File: src/pkg/ddr_mode_pkg.sv
package ddr_mode_pkg;

   // ****************************************************************
   // Register map
   // ****************************************************************
   localparam int          addr_width          = 12;
   localparam logic [11:0] mode_command_offset = 12'h000;
   localparam logic [11:0] control_offset      = 12'h004;

   // Only implemented bits are stored, so reserved bits read as zero.
   localparam logic [31:0] mode_command_mask   = 32'hfffd_0000;
   localparam logic [31:0] control_mask        = 32'hd33f_8c06;
   localparam logic [31:0] mode_command_reset  = 32'h0000_0000;
   localparam logic [31:0] control_reset       = 32'h0000_0000;

   // ****************************************************************
   // Mode command fields
   // ****************************************************************
   localparam int mode_bank_hi         = 31;
   localparam int mode_bank_lo         = 30;
   localparam int mode_opcode_hi       = 29;
   localparam int mode_opcode_lo       = 18;
   localparam int operating_variant_hi = 29;
   localparam int operating_variant_lo = 25;
   localparam int read_latency_hi      = 24;
   localparam int read_latency_lo      = 22;
   localparam int burst_order_bit      = 21;
   localparam int burst_size_hi        = 20;
   localparam int burst_size_lo        = 18;
   localparam int mode_trigger_bit     = 16;

   // ****************************************************************
   // Control fields
   // ****************************************************************
   localparam int mode_write_en_bit    = 31;
   localparam int clock_gate_bit       = 30;
   localparam int auto_refresh_bit     = 28;
   localparam int address_split_hi     = 25;
   localparam int address_split_lo     = 24;
   localparam int refresh_interval_hi  = 21;
   localparam int refresh_interval_lo  = 16;
   localparam int strobe_bypass_bit    = 15;
   localparam int strobe_oe_hi         = 11;
   localparam int strobe_oe_lo         = 10;
   localparam int single_refresh_bit   = 2;
   localparam int precharge_bit        = 1;

   // ****************************************************************
   // Timing and command codes
   // ****************************************************************
   localparam int refresh_unit_clocks  = 64;
   localparam int refresh_count_width  = 13;

   typedef enum logic [2:0] {
      cmd_mode_load = 3'h1,
      cmd_precharge = 3'h2,
      cmd_refresh   = 3'h4
   } command_t;

endpackage

File: src/design/ddr_mode_ctrl.sv
`timescale 1ns/1ps
// Behaviour
// - mode load waits for dummy memory access
// - bank select drives bank lines on load
// - operating variant sent as operating mode
// - read latency field sent as latency
// - burst order and size sent on load
// - load trigger arms a mode load
// - mode writes blocked when write enable clear
// - auto refresh enable issues periodic refreshes
// - address split field selects address mapping
// - refresh every (interval+1) times 64 clocks
// - bypass clear selects strobe recovered clock
// - strobe enable field drives strobe pins
// - refresh trigger zero issues no refresh
// - precharge trigger zero issues no precharge
// - precharge armed, issued on dummy access
// - refresh trigger write issues one refresh
// - mode writes accepted when write enable set
module ddr_mode_ctrl (
   input  wire logic                                pclk,
   input  wire logic                                presetn,
   input  wire logic                                psel,
   input  wire logic                                penable,
   input  wire logic                                pwrite,
   input  wire logic [ddr_mode_pkg::addr_width-1:0] paddr,
   input  wire logic [31:0]                         pwdata,
   output logic      [31:0]                         prdata,
   output logic                                     pready,
   output logic                                     pslverr,
   input  wire logic                                memory_clock,
   input  wire logic                                dummy_access,
   output logic                                     cmd_valid,
   output logic      [2:0]                          cmd_code,
   output logic      [1:0]                          mode_bank_select,
   output logic      [11:0]                         mode_opcode,
   output logic                                     memory_clock_gate_pin,
   output logic      [1:0]                          memory_strobe_oe,
   output logic                                     strobe_clock_bypass,
   output logic                                     read_clock_recovered,
   output logic      [1:0]                          address_split_select
);

   // ****************************************************************
   // State
   // ****************************************************************
   typedef struct packed {
      logic [31:0] mode_cmd;
      logic [31:0] control;
      logic        mode_fire;
      logic        precharge_every_bank_command_fire;
      logic        ref_pending;
      logic        auto_pending;
      logic [ddr_mode_pkg::refresh_count_width-1:0] ref_count;
      logic [2:0]  clk_sync;
      logic        cmd_valid;
      logic [2:0]  cmd_code;
      logic [1:0]  bank;
      logic [11:0] opcode;
      logic [31:0] rdata;
      logic        ready;
      logic        slverr;
   } state_t;

   state_t state_reg;
   state_t state_next;

   logic                                          mem_edge;
   logic                                          setup_phase;
   logic                                          write_taken;
   logic                                          hit_mode;
   logic                                          hit_control;
   logic [5:0]                                    interval;
   logic [ddr_mode_pkg::refresh_count_width-1:0]  refresh_limit;

   // The memory clock comes from another domain; the first stage is
   // read only by the second, and edges are found on stages two and
   // three. Commands are therefore issued up to three pclk cycles
   // after the memory clock edge.
   assign mem_edge    = state_reg.clk_sync[1] & ~state_reg.clk_sync[2];
   assign setup_phase = psel & ~penable;
   assign write_taken = psel & penable & state_reg.ready & pwrite;
   assign hit_mode    = (paddr == ddr_mode_pkg::mode_command_offset);
   assign hit_control = (paddr == ddr_mode_pkg::control_offset);
   assign interval    = state_reg.control[
                           ddr_mode_pkg::refresh_interval_hi:
                           ddr_mode_pkg::refresh_interval_lo];
   assign refresh_limit = ddr_mode_pkg::refresh_count_width'(
      (int'(interval) + 1) * ddr_mode_pkg::refresh_unit_clocks - 1);

   // ****************************************************************
   // Next state
   // ****************************************************************
   always_comb begin
      state_next           = state_reg;
      state_next.cmd_valid = 1'b0;
      state_next.clk_sync  = {state_reg.clk_sync[1:0], memory_clock};

      // APB: zero wait states, the answer is ready in the access phase.
      state_next.ready  = setup_phase;
      state_next.slverr = setup_phase & ~(hit_mode | hit_control);
      state_next.rdata  = 32'h0000_0000;
      if (setup_phase && !pwrite) begin
         if (hit_mode) begin
            state_next.rdata = state_reg.mode_cmd;
         end else if (hit_control) begin
            state_next.rdata = state_reg.control;
         end
      end

      // Command issue, one per memory clock edge. Precharge goes first
      // so that a combined dummy access closes rows before a mode load.
      if (mem_edge) begin
         if (state_reg.precharge_every_bank_command_fire) begin
            state_next.cmd_valid = 1'b1;
            state_next.cmd_code  = ddr_mode_pkg::cmd_precharge;
            state_next.precharge_every_bank_command_fire = 1'b0;
            state_next.control[ddr_mode_pkg::precharge_bit] = 1'b0;
         end else if (state_reg.mode_fire) begin
            state_next.cmd_valid = 1'b1;
            state_next.cmd_code  = ddr_mode_pkg::cmd_mode_load;
            state_next.bank      = state_reg.mode_cmd[
                                      ddr_mode_pkg::mode_bank_hi:
                                      ddr_mode_pkg::mode_bank_lo];
            // Operating variant, latency, burst order and size.
            state_next.opcode    = state_reg.mode_cmd[
                                      ddr_mode_pkg::mode_opcode_hi:
                                      ddr_mode_pkg::mode_opcode_lo];
            state_next.mode_fire = 1'b0;
            state_next.mode_cmd[ddr_mode_pkg::mode_trigger_bit] =
               1'b0;
         end else if (state_reg.ref_pending) begin
            state_next.cmd_valid   = 1'b1;
            state_next.cmd_code    = ddr_mode_pkg::cmd_refresh;
            state_next.ref_pending = 1'b0;
            state_next.control[ddr_mode_pkg::single_refresh_bit] =
               1'b0;
         end else if (state_reg.auto_pending) begin
            state_next.cmd_valid    = 1'b1;
            state_next.cmd_code     = ddr_mode_pkg::cmd_refresh;
            state_next.auto_pending = 1'b0;
         end

         // Periodic refresh timer counts memory clocks. A request that
         // matures while an older one waits is merged with it.
         if (state_reg.control[ddr_mode_pkg::auto_refresh_bit]) begin
            if (state_reg.ref_count >= refresh_limit) begin
               state_next.ref_count    = '0;
               state_next.auto_pending = 1'b1;
            end else begin
               state_next.ref_count = state_reg.ref_count + 1'b1;
            end
         end
      end
      if (!state_reg.control[ddr_mode_pkg::auto_refresh_bit]) begin
         state_next.ref_count    = '0;
         state_next.auto_pending = 1'b0;
      end

      // A dummy access to memory space releases the armed commands. The
      // trigger is read after this cycle's self clear, so an access that
      // meets the issue of the same command does not send it twice.
      if (dummy_access) begin
         if (state_next.mode_cmd[ddr_mode_pkg::mode_trigger_bit]) begin
            state_next.mode_fire = 1'b1;
         end
         if (state_next.control[ddr_mode_pkg::precharge_bit]) begin
            state_next.precharge_every_bank_command_fire = 1'b1;
         end
      end

      // Register writes come last so that a new trigger wins over the
      // self clear of the command issued in the same cycle.
      if (write_taken && hit_mode &&
          state_reg.control[
             ddr_mode_pkg::mode_write_en_bit]) begin
         state_next.mode_cmd = pwdata & ddr_mode_pkg::mode_command_mask;
      end
      if (write_taken && hit_control) begin
         state_next.control = pwdata & ddr_mode_pkg::control_mask;
         if (pwdata[ddr_mode_pkg::single_refresh_bit]) begin
            state_next.ref_pending = 1'b1;
         end else if (state_next.ref_pending) begin
            // Keep the bit visible until the earlier refresh is sent.
            state_next.control[ddr_mode_pkg::single_refresh_bit] = 1'b1;
         end
      end
   end

   // ****************************************************************
   // Registers
   // ****************************************************************
   always_ff @(posedge pclk or negedge presetn) begin
      if (!presetn) begin
         state_reg          <= '0;
         state_reg.mode_cmd <= ddr_mode_pkg::mode_command_reset;
         state_reg.control  <= ddr_mode_pkg::control_reset;
      end else begin
         state_reg <= state_next;
      end
   end

   // ****************************************************************
   // Outputs
   // ****************************************************************
   assign prdata                = state_reg.rdata;
   assign pready                = state_reg.ready;
   assign pslverr               = state_reg.slverr;
   assign cmd_valid             = state_reg.cmd_valid;
   assign cmd_code              = state_reg.cmd_code;
   assign mode_bank_select      = state_reg.bank;
   assign mode_opcode           = state_reg.opcode;
   assign memory_clock_gate_pin =
      state_reg.control[ddr_mode_pkg::clock_gate_bit];
   assign memory_strobe_oe      = state_reg.control[
      ddr_mode_pkg::strobe_oe_hi:ddr_mode_pkg::strobe_oe_lo];
   assign strobe_clock_bypass   =
      state_reg.control[ddr_mode_pkg::strobe_bypass_bit];
   // The strobe-recovered read clock is used unless bypass is set.
   assign read_clock_recovered  =
      ~state_reg.control[ddr_mode_pkg::strobe_bypass_bit];
   assign address_split_select  = state_reg.control[
      ddr_mode_pkg::address_split_hi:ddr_mode_pkg::address_split_lo];

   // ****************************************************************
   // Checks
   // ****************************************************************
   // Only the self clear of the trigger may touch a locked register.
   localparam logic [31:0] trigger_mask =
      32'h1 << ddr_mode_pkg::mode_trigger_bit;

   a_mode_lock: assert property (
      @(posedge pclk) disable iff (!presetn)
      (write_taken && hit_mode &&
       !state_reg.control[ddr_mode_pkg::mode_write_en_bit])
      |=> ((state_reg.mode_cmd | trigger_mask) ==
           ($past(state_reg.mode_cmd) | trigger_mask)) &&
          !$rose(state_reg.mode_cmd[ddr_mode_pkg::mode_trigger_bit]))
      else $error("mode command changed while writes were locked");

   a_mode_accept: assert property (
      @(posedge pclk) disable iff (!presetn)
      (write_taken && hit_mode &&
       state_reg.control[ddr_mode_pkg::mode_write_en_bit])
      |=> (state_reg.mode_cmd ==
           ($past(pwdata) & ddr_mode_pkg::mode_command_mask)))
      else $error("enabled mode command write was not stored");

   a_mode_dummy: assert property (
      @(posedge pclk) disable iff (!presetn)
      $rose(state_reg.mode_fire) |-> $past(dummy_access))
      else $error("mode load released without a dummy access");

   a_precharge_every_bank_command_dummy: assert property (
      @(posedge pclk) disable iff (!presetn)
      $rose(state_reg.precharge_every_bank_command_fire) |-> $past(dummy_access) &&
      $past(state_reg.control[ddr_mode_pkg::precharge_bit]))
      else $error("precharge released without arming and access");

   a_mode_fields: assert property (
      @(posedge pclk) disable iff (!presetn)
      (state_reg.cmd_valid &&
       state_reg.cmd_code == ddr_mode_pkg::cmd_mode_load)
      |-> (state_reg.bank == $past(state_reg.mode_cmd[
              ddr_mode_pkg::mode_bank_hi:ddr_mode_pkg::mode_bank_lo])) &&
          (state_reg.opcode == $past(state_reg.mode_cmd[
              ddr_mode_pkg::mode_opcode_hi:ddr_mode_pkg::mode_opcode_lo])))
      else $error("mode load fields differ from the register");

   // A refresh may wait behind a precharge and a mode load, one memory
   // clock edge each, so the bound allows a few memory clock periods.
   a_ref_arm: assert property (
      @(posedge pclk) disable iff (!presetn)
      (write_taken && hit_control &&
       pwdata[ddr_mode_pkg::single_refresh_bit])
      |=> state_reg.ref_pending ##[1:40]
          (state_reg.cmd_valid &&
           state_reg.cmd_code == ddr_mode_pkg::cmd_refresh))
      else $error("refresh trigger write did not lead to a refresh");

   a_ref_quiet: assert property (
      @(posedge pclk) disable iff (!presetn)
      (write_taken && hit_control && !pwdata[2] && !pwdata[28] &&
       !state_reg.ref_pending && !state_reg.auto_pending)
      |=> ##1 !(state_reg.cmd_valid &&
                state_reg.cmd_code == ddr_mode_pkg::cmd_refresh))
      else $error("refresh issued without a trigger");

   a_precharge_every_bank_command_quiet: assert property (
      @(posedge pclk) disable iff (!presetn)
      (write_taken && hit_control && !pwdata[1] && !state_reg.precharge_every_bank_command_fire)
      |=> ##1 !(state_reg.cmd_valid &&
                state_reg.cmd_code == ddr_mode_pkg::cmd_precharge))
      else $error("precharge issued without a trigger");

   a_refresh_period: assert property (
      @(posedge pclk) disable iff (!presetn)
      $rose(state_reg.auto_pending) |->
      ($past(state_reg.ref_count) >= $past(refresh_limit)) && $past(mem_edge))
      else $error("periodic refresh requested at wrong count");

   a_issue_edge: assert property (
      @(posedge pclk) disable iff (!presetn)
      state_reg.cmd_valid |-> $past(mem_edge))
      else $error("command issued away from a memory clock edge");

   a_ready_pulse: assert property (@(posedge pclk) disable iff (!presetn)
      state_reg.ready |=> !state_reg.ready)
      else $error("pready held for more than one cycle");

endmodule

File: config.mk
export PLATFORM = sky130hd
export DESIGN_NAME = ddr_mode_ctrl
export DESIGN_NICKNAME = d
export VERILOG_FILES = /design/src/pkg/ddr_mode_pkg.sv /design/src/design/ddr_mode_ctrl.sv
export SDC_FILE = /design/constraint.sdc
export NUM_CORES = 1
export LEC_CHECK = 0
export BUFFER_PORTS_ARGS = -buffer_cell sky130_fd_sc_hd__buf_2
export CORE_ASPECT_RATIO = 0.7
export CORE_UTILIZATION = 49
export DETAILED_ROUTE_END_ITERATION = 8
export GPL_TIMING_DRIVEN = 1
export PLACE_DENSITY = 0.77
export SYNTH_ARGS = -nofsm -noshare
export SYNTH_HDL_FRONTEND = slang
export SYNTH_SLANG_ARGS = --single-unit
File: constraint.sdc
create_clock -name pclk -period 2.8 [get_ports pclk]
set_input_delay 0 -clock pclk [delete_from_list [all_inputs] [get_ports pclk]]
set_output_delay 0 -clock pclk [all_outputs]
set_load 0.02 [all_outputs]
Yosys cells after proc, flatten, opt, wreduce, memory -nomap -nowiden
Index checks and enable logic that the tools add are counted.
{"block": "classes", "addsub": 3, "multipliers": 0, "div_mod_pow": 0, "n_lt_le_gt_ge": 1, "n_eq_ne": 4, "n_shift": 0, "muxes": 36, "n_bitwise": 12, "reduce_logical": 12}
{"op": "two-way mux 32 bit", "n": 3}
{"op": "two-way mux 14 bit", "n": 4}
{"op": "two-way mux 17 bit", "n": 2}
{"op": "two-way mux 18 bit", "n": 1}
{"op": "two-way mux 1 bit", "n": 16}
{"op": "two-way mux 4 bit", "n": 4}
{"op": "adder 13 x 1 -> 13 bit (second input constant)", "n": 1}
{"op": "greater-or-equal comparator 13 bit", "n": 1}
{"op": "two-way mux 13 bit", "n": 1}
{"op": "subtractor 13 x 1 -> 13 bit (second input constant)", "n": 1}
{"op": "equality test 12 x 3 -> 1 bit (second input constant)", "n": 1}
{"op": "logical NOT 12 bit", "n": 1}
{"op": "two-way mux 2 bit", "n": 4}
{"op": "adder 6 x 1 -> 7 bit (second input constant)", "n": 1}
{"op": "AND 1 bit", "n": 6}
{"op": "!= test 2 x 1 -> 1 bit (second input constant)", "n": 3}
{"op": "inverter 1 bit", "n": 5}
{"op": "logical AND 1 bit", "n": 4}
{"op": "AND reduction 4 bit", "n": 1}
{"op": "nonzero test 2 bit", "n": 2}
{"op": "nonzero test 4 bit", "n": 1}
{"op": "two-way mux 3 bit", "n": 1}
{"op": "AND reduction 3 bit", "n": 1}
{"op": "AND reduction 2 bit", "n": 1}
{"op": "2 further kinds", "n": 2}
{"block": "totals", "regBits": 103, "latchBits": 0, "mem_bits_rw": 0, "romBits": 0, "word_cells": 86, "memories": 0}

Longest topological paths before layout
Gate-level depths: netlist of the first run.
{"block": "logic_depth", "depth_word": 9, "ltp_mapped": 14, "ltp_nobuf": 12}

Worst setup path after synthesis of the first run
No wires, ideal clock.
{"block": "synth_timing", "kind": "reg2reg", "startpoint": "register state_reg (netlist bit interval[1])", "endpoint": "register state_reg[57] (netlist name)", "setup_ps": 132, "t_arrival_ps": 2945, "path_slack_ps": -277, "path_stages_with_launch": 15, "n_path_buf": 2, "path_cell_list": "dfrtp_1 > ha_1 > clkbuf_1 > nor3_1 > a31oi_1 > nor3_1 > mux2i_1 > xnor2_1 > ha_1 > nand4_1 > or4_1 > and3_1 > buf_6 > a22oi_1 > nor2_1"}
{"block": "synth_between", "elab_chain_len": 7}
{"element": "start: declaration", "line_no": "ddr_mode_ctrl.sv:65", "rtl": "state_t state_reg;"}
{"element": "start signal: assignment", "line_no": "ddr_mode_ctrl.sv:199", "rtl": "state_reg <= state_next;"}
{"element": "adder 6 x 1 -> 7 bit", "line_no": "ddr_mode_ctrl.sv:89", "rtl": "(int'(interval) + 1) * ddr_mode_pkg::refresh_unit_clocks - 1);"}
{"element": "subtractor 13 x 1 -> 13 bit", "line_no": "ddr_mode_ctrl.sv:89"}
{"element": "greater-or-equal comparator 13 bit", "line_no": "ddr_mode_ctrl.sv:147", "rtl": "if (state_reg.ref_count >= refresh_limit) begin"}
{"element": "two-way mux 13 bit", "line_no": "ddr_mode_ctrl.sv:147"}
{"element": "two-way mux 14 bit", "line_no": "ddr_mode_ctrl.sv:146", "rtl": "if (state_reg.control[ddr_mode_pkg::auto_refresh_bit]) begin"}
{"element": "two-way mux 17 bit", "line_no": "ddr_mode_ctrl.sv:113", "rtl": "if (mem_edge) begin"}
{"element": "two-way mux 14 bit", "line_no": "ddr_mode_ctrl.sv:155", "rtl": "if (!state_reg.control[ddr_mode_pkg::auto_refresh_bit]) begin"}
Every way passes these cells. The select of a mux whose other input is x is not followed.
A chain may end at the register's enable or synchronous reset.

Final worst setup path of the first run
{"block": "layout_timing", "startpoint": "register state_reg (netlist bit interval[1])", "endpoint": "register state_reg[60] (netlist name)"}
Same word-level chain as after synthesis.

==> results of run 1 <==
[power breakdown]
| part | internal [mW] | switching, mW | leakage (nW) | total (mW) |
|---|---|---|---|---|
| logic | 0.0921 | 0.127 | 1.42 | 0.219 |
| registers | 1.36 | 0.0195 | 1.27 | 1.38 |
| clock network | 0.802 | 0.492 | 0.156 | 1.29 |
| total | 2.25 | 0.639 | 2.84 | 2.89 |
[stage by stage]
| step | instances | setup slack (ps) | utilization | cell area, um^2 |
|---|---|---|---|---|
| 6_report | 628 | -161 | 0.616 | 5590 |
| 5_1_grt | 628 | -295 | 0.616 | 5590 |
| 3_3_place_gp | 581 | -50.6 | 0.537 | 4870 |
| 3_5_place_dp | 581 | -186 | 0.537 | 4870 |
| 4_1_cts | 628 | -96.3 | 0.613 | 5560 |
| 2_1_floorplan | 424 | -112 | - | 4650 |
[kinds of logic after synthesis]
| logic type | count (synthesis) | share of synthesized area |
|---|---|---|
| XOR/XNOR | 10 | 0.0191 |
| AND/OR/NAND/NOR | 127 | 0.155 |
| flip-flops | 92 | 0.503 |
| buffers and inverters | 81 | 0.115 |
| adder cells (fa/ha/maj) | 10 | 0.0273 |
| other | 1 | 0.000820 |
| multiplexers | 55 | 0.132 |
| AO/OA/AOI/OAI | 38 | 0.0484 |
[metal layers]
metal	up-vias	global-route usage	share of wire
met4	0	0.0606	0.010
met2	89	0.340	0.48
met1	1619	0.278	0.46
met3	12	0.0453	0.044
met5	-	0	0
li1	1545	-	-
[layout make-up]
class / count / share of cell area
flip-flops and latches: 92 / 0.412
multi-input cells: 252 / 0.340
repair buffers: 135 / 0.156
clock buffers: 11 / 0.0434
well taps: 124 / 0.0278
clock inverters: 4 / 0.0132
inverters: 10 / 0.00671
[worst paths after layout]
check	endpoint	slack, ps	depth (start not counted)	from
setup reg to reg	state_reg[60]	-160	12	interval[1]
setup / recovery	state_reg[60]	-160	12	interval[1]
hold / removal	state_reg[69]	160	3	paddr[2]
hold reg to reg	state_next[54]	350	0	state_next[53]
max in group asynchronous	prdata[1]	1680	3	presetn
min in group asynchronous	prdata[21]	390	2	presetn
[timing repair]
action | in CTS | in global routing
pin swaps | 15 | 15
hold endpoints to repair | 122 | 0
gates resized for setup | 13 | 8
buffers inserted | 2 | 0
gates cloned | 1 | 0
hold buffers | 29 | 0
setup endpoints to repair | 14 | 14
[tightest hold or removal path, cell delays in order]
cell	delay, ps
buf_2	240
nand3_1	150
nand2_1	60
[cell usage after synthesis (2+ instances only)]
master | count | area [um^2]
mux2i_1 | 13 | 130
dfrtp_1 | 92 | 2300
and3_1 | 5 | 31.3
a31oi_1 | 11 | 68.8
buf_2 | 3 | 15.0
nand3_1 | 18 | 90.1
o21ai_0 | 10 | 50.1
and4_1 | 4 | 35.0
nand4_1 | 6 | 37.5
or4_1 | 9 | 67.6
nand2_1 | 30 | 113
a21oi_1 | 11 | 55.1
inv_1 | 10 | 37.5
nor4_2 | 2 | 25.0
nand2b_1 | 6 | 37.5
clkbuf_1 | 12 | 45.0
xor2_1 | 3 | 26.3
nor2_1 | 19 | 71.3
and2_1 | 11 | 68.8
ha_1 | 10 | 125
mux2_2 | 33 | 372
mux2_1 | 9 | 101
buf_6 | 2 | 22.5
nor3_1 | 7 | 35.0
a21o_1 | 2 | 15.0
buf_4 | 54 | 405
or3_1 | 2 | 12.5
xnor2_1 | 7 | 61.3
[placed cells by master, fill, tap and decap left out, types with 3 or more instances in the layout]
cell	instances
dfrtp_1	91
inv_1	10
nand3_1	16
or4_1	7
o21ai_2	3
nor3_1	4
and3_1	4
nand2b_1	6
mux2_1	9
a31oi_1	11
mux2i_1	13
nand2_1	30
xor2_1	3
nor2_1	19
nand4_1	6
nor3_2	3
clkbuf_16	9
xnor2_1	7
and4_1	4
mux2_2	33
ha_1	8
buf_4	19
o21ai_0	6
buf_2	86
conb_1	11
dlygate4sd3_1	29
a21oi_1	8
and2_1	11
==> results.cfg, run 1 <==
[critical_path]
crit_path_max_fanout = 5
cp_slowest_cell = or4_1
critPathTopFamily = simple AND/OR/NAND/NOR gates
worstSetupStartpointType = flop
cpMostUsedCell = nor3_2
worstSetupPathType = flop to flop
path_cells = ha_4 > nor3_2 > a31oi_1 > nor3_2 > mux2i_1 > xnor2_1 > ha_2 > o21a_1 > a21oi_4 > nand3_4 > or4_1 > nand3_1
critPathRequiredTime_ps = 3070
critPathBufInv = 0
end_kind = flop
max_stage_delay_ps = 520
cp.arrival_ps = 3230

[timing]
rsz0062_at_grt = true
finalCritPeriodShare = 1.06
slew_viol_final = 0
setup_violations = 14
fmax_ghz = 0.338
fin_crit_ps = 2960
setup_tns_ps = -1630
tightest_slew_ps = 1060
hold_viol = 0
hold_ws_ps = 156
worst_slack_ps = -161
slew_headroom = 0.293
skew_ps = 6.09

[clock_tree]
htree_num_levels = 3
cts_tree = done
clkTransAtPathRegs_ps = 70
cts_root_buf = clkbuf_16
clock-sinks = 92
clock_latency_ps = 340
cts_made_buffers = 9
cts_max_path_buffers = 2

[outcome]
violations = setup timing
status = complete, but fails checks

[logic_synthesis]
ys_ff_latch = 92
synth_warnings = 0
async_reset_ff_frac = 1.00
synth_area_mm2 = 0.00458
synth-edff-count = 0
avgSynthCellArea_um2 = 11.1
synth_cell_types = 41
ys_seq_area_frac = 0.503
synth_cells = 414
ys.flop_type = dfrtp_1

[drt]
wire_per_inst_um = 15.2
viasPerCell = 5.20
drt_iter0_drc = 126
drc = 0
ant_nets = 0
vias = 3265
dr.pass1.iters = 5
routed_wl_um = 9540

[global_route]
antenna_found_initial = 0
globalRoute.totalOverflow = 0
first_global_vias = 3284
grt_max_degree = 87
grt_use_total = 0.207
grt_pass1_wl_um = 16000

[power_and_ir_drop]
p_total_mw = 2.89
power.leakage_nw = 2.84
powerDensity_mw_per_mm2 = 517
vdd_drop_max_mv = 0.404

[placed_design]
place_congestion = 0.829
port_buffers = 87
dp_hpwl_um = 6250

[floorplanning]
die_x_um = 118
start_util = 0.504
core_area_mm2 = 0.00907
dieHeight_um = 82.9
fp.dieArea_mm2 = 0.00973
ios = 110
rows = 29

[run]
maxCapViolations = 0

[cells_and_area]
nFillCells = 726
fin_nets = 561
layout-area-overhead-vs-synth_pct = 22.2
diodes = 0
regArea_mm2 = 0.00230
drive_above_1_share = 0.359
largest_reg_flops = 37
multi_input_area_mm2 = 0.00190

[min_path]
hp-class = primary input to flop
(Power assumes the default switching activity.)
==> inputs of run 2 (changes only) <==
Settings changed: BUFFER_PORTS_ARGS -buffer_cell sky130_fd_sc_hd__buf_2 to -buffer_cell sky130_fd_sc_hd__buf_4, CORE_UTILIZATION 49 to 31, PLACE_DENSITY 0.77 to unset.
==> run 2 against run 1 <==
Against the previous run: sequential cell count is the same; combinational power grew 15%; clock power shrank 9%; the run still ends with setup timing left; cell area grew 5.2%; setup slack gained 57 ps; largest power group unchanged; clock skew grew 3.3 ps; critical path type unchanged.
==> results.cfg, run 2 (synthesis gave the netlist of run 1 again) <==
[global_route]
grt_max_degree = 85
grt_pass1_wl_um = 17200
antenna_found_initial = 0
globalRoute.totalOverflow = 0
grt_use_total = 0.142
first_global_vias = 3294

[timing]
hold_ws_ps = 79.3
fmax_ghz = 0.344
hold_viol = 0
worst_slack_ps = -104
setup_tns_ps = -888
tightest_slew_ps = 1080
slew_viol_final = 0
finalCritPeriodShare = 1.04
rsz0062_at_grt = true
fin_crit_ps = 2900
slew_headroom = 0.280
skew_ps = 9.39
setup_violations = 14

[outcome]
status = complete, but fails checks
violations = setup timing

[cells_and_area]
drive_above_1_share = 0.360
diodes = 0
nFillCells = 1359
multi_input_area_mm2 = 0.00191
layout-area-overhead-vs-synth_pct = 28.5
final_cell_mix = 107 x buf_4, 92 x dfrtp_1, 33 x mux2_2
fin_nets = 564
layout_commonest_cell = buf_4
regArea_mm2 = 0.00230
largest_reg_flops = 37

[power_and_ir_drop]
vdd_drop_max_mv = 0.261
p_total_mw = 2.80
powerDensity_mw_per_mm2 = 477
power.leakage_nw = 2.87

[drt]
wire_per_inst_um = 15.0
dr.pass1.iters = 4
viasPerCell = 4.65
drt_iter0_drc = 141
ant_nets = 0
drc = 0
routed_wl_um = 10500
vias = 3246

[floorplanning]
start_util = 0.324
core_area_mm2 = 0.0141
dieHeight_um = 104
die_x_um = 147
rows = 36
ios = 110
fp.dieArea_mm2 = 0.0153

[critical_path]
critPathRequiredTime_ps = 3050
rrSetupSlack_ps = -100
crit_path_max_fanout = 6
worstSetupPathType = flop to flop
end_kind = flop
cp.arrival_ps = 3160
rr_worst_depth = 12
worstSetupStartpointType = flop

[clock_tree]
cts_tree = done
clock-sinks = 92
clock_latency_ps = 340
clkTransAtPathRegs_ps = 70
cts_max_path_buffers = 2
cts_made_buffers = 9
htree_num_levels = 3
cts_root_buf = clkbuf_16

[min_path]
hp-class = primary input to flop
min_path_cells = 3

[placed_design]
dp_hpwl_um = 6940
port_buffers = 87
place_congestion = 0.810
place_ws_ps = -183

[run]
maxCapViolations = 0
-- run 2: cell types whose count changed in the layout (fill, tap and decap cells not counted), moves of 2 or more --
cell        change
buf_4          +88
buf_2          -86
clkinvlp_4      +3
bufinv_16       -2
nand3_2         +4
nor3_2          -2
nand3_4         -2
nand3_1         -2
-- run 2: worst paths after layout --
kind                                 from             end
setup / recovery              interval[0]   state_reg[65]
hold / removal                   paddr[2]      prdata[15]
setup reg to reg              interval[0]   state_reg[65]
hold reg to reg            state_next[53]  state_next[54]
max in group asynchronous         presetn      prdata[24]
min in group asynchronous         presetn  state_next[53]
-- run 2: where the power goes --
group | leakage (nW) | internal, mW | total, mW | switching, mW
logic | 1.46 | 0.120 | 0.252 | 0.132
registers | 1.27 | 1.36 | 1.37 | 0.0188
clock network | 0.131 | 0.654 | 1.18 | 0.522
total | 2.87 | 2.13 | 2.80 | 0.672
-- run 2: what timing repair did --
item                                    in CTS  in global routing
gates resized for setup                     11                  8
endpoints found under the setup margin      14                 14
endpoints found under the hold margin      120                  0
setup buffers                                2                  0
hold buffers                                29                  0
pin swaps                                   23                  4
cloned                                       1                  1
-- run 2: per-layer routing --
| layer | vias up | global-route usage | wire, um |
|---|---|---|---|
| li1 | 1553 | - | - |
| met1 | 1604 | 0.189 | 4950 |
| met2 | 79 | 0.218 | 4820 |
| met3 | 10 | 0.0520 | 592 |
| met4 | 0 | 0.0361 | 112 |
| met5 | - | 0 | 0 |
-- run 2: worst max-delay path, cell delays in order (launching register included) --
cell,delay [ps]
dfrtp_1,430
ha_4,210
nor3_4,100
a31oi_1,60
nor3_1,200
mux2i_1,240
xnor2_1,140
ha_2,300
o21a_1,220
a21oi_4,180
nand3_2,150
or4_1,420
a31oi_1,180
-- run 2: layout make-up --
class | instances | area share
Tap cell | 190 | 0.0404
Inverter | 10 | 0.00638
Sequential cell | 92 | 0.392
Clock buffer | 12 | 0.0436
Timing Repair Buffer | 137 | 0.188
Multi-Input combinational cell | 253 | 0.325
Clock inverter | 4 | 0.00532
-- run 2: through the flow --
step	std cells	utilization	cell area (um^2)
6_report	698	0.416	5880
3_3_place_gp	649	0.367	5190
2_1_floorplan	424	-	4650
4_1_cts	697	0.412	5830
3_5_place_dp	649	0.367	5190
5_1_grt	698	0.416	5880
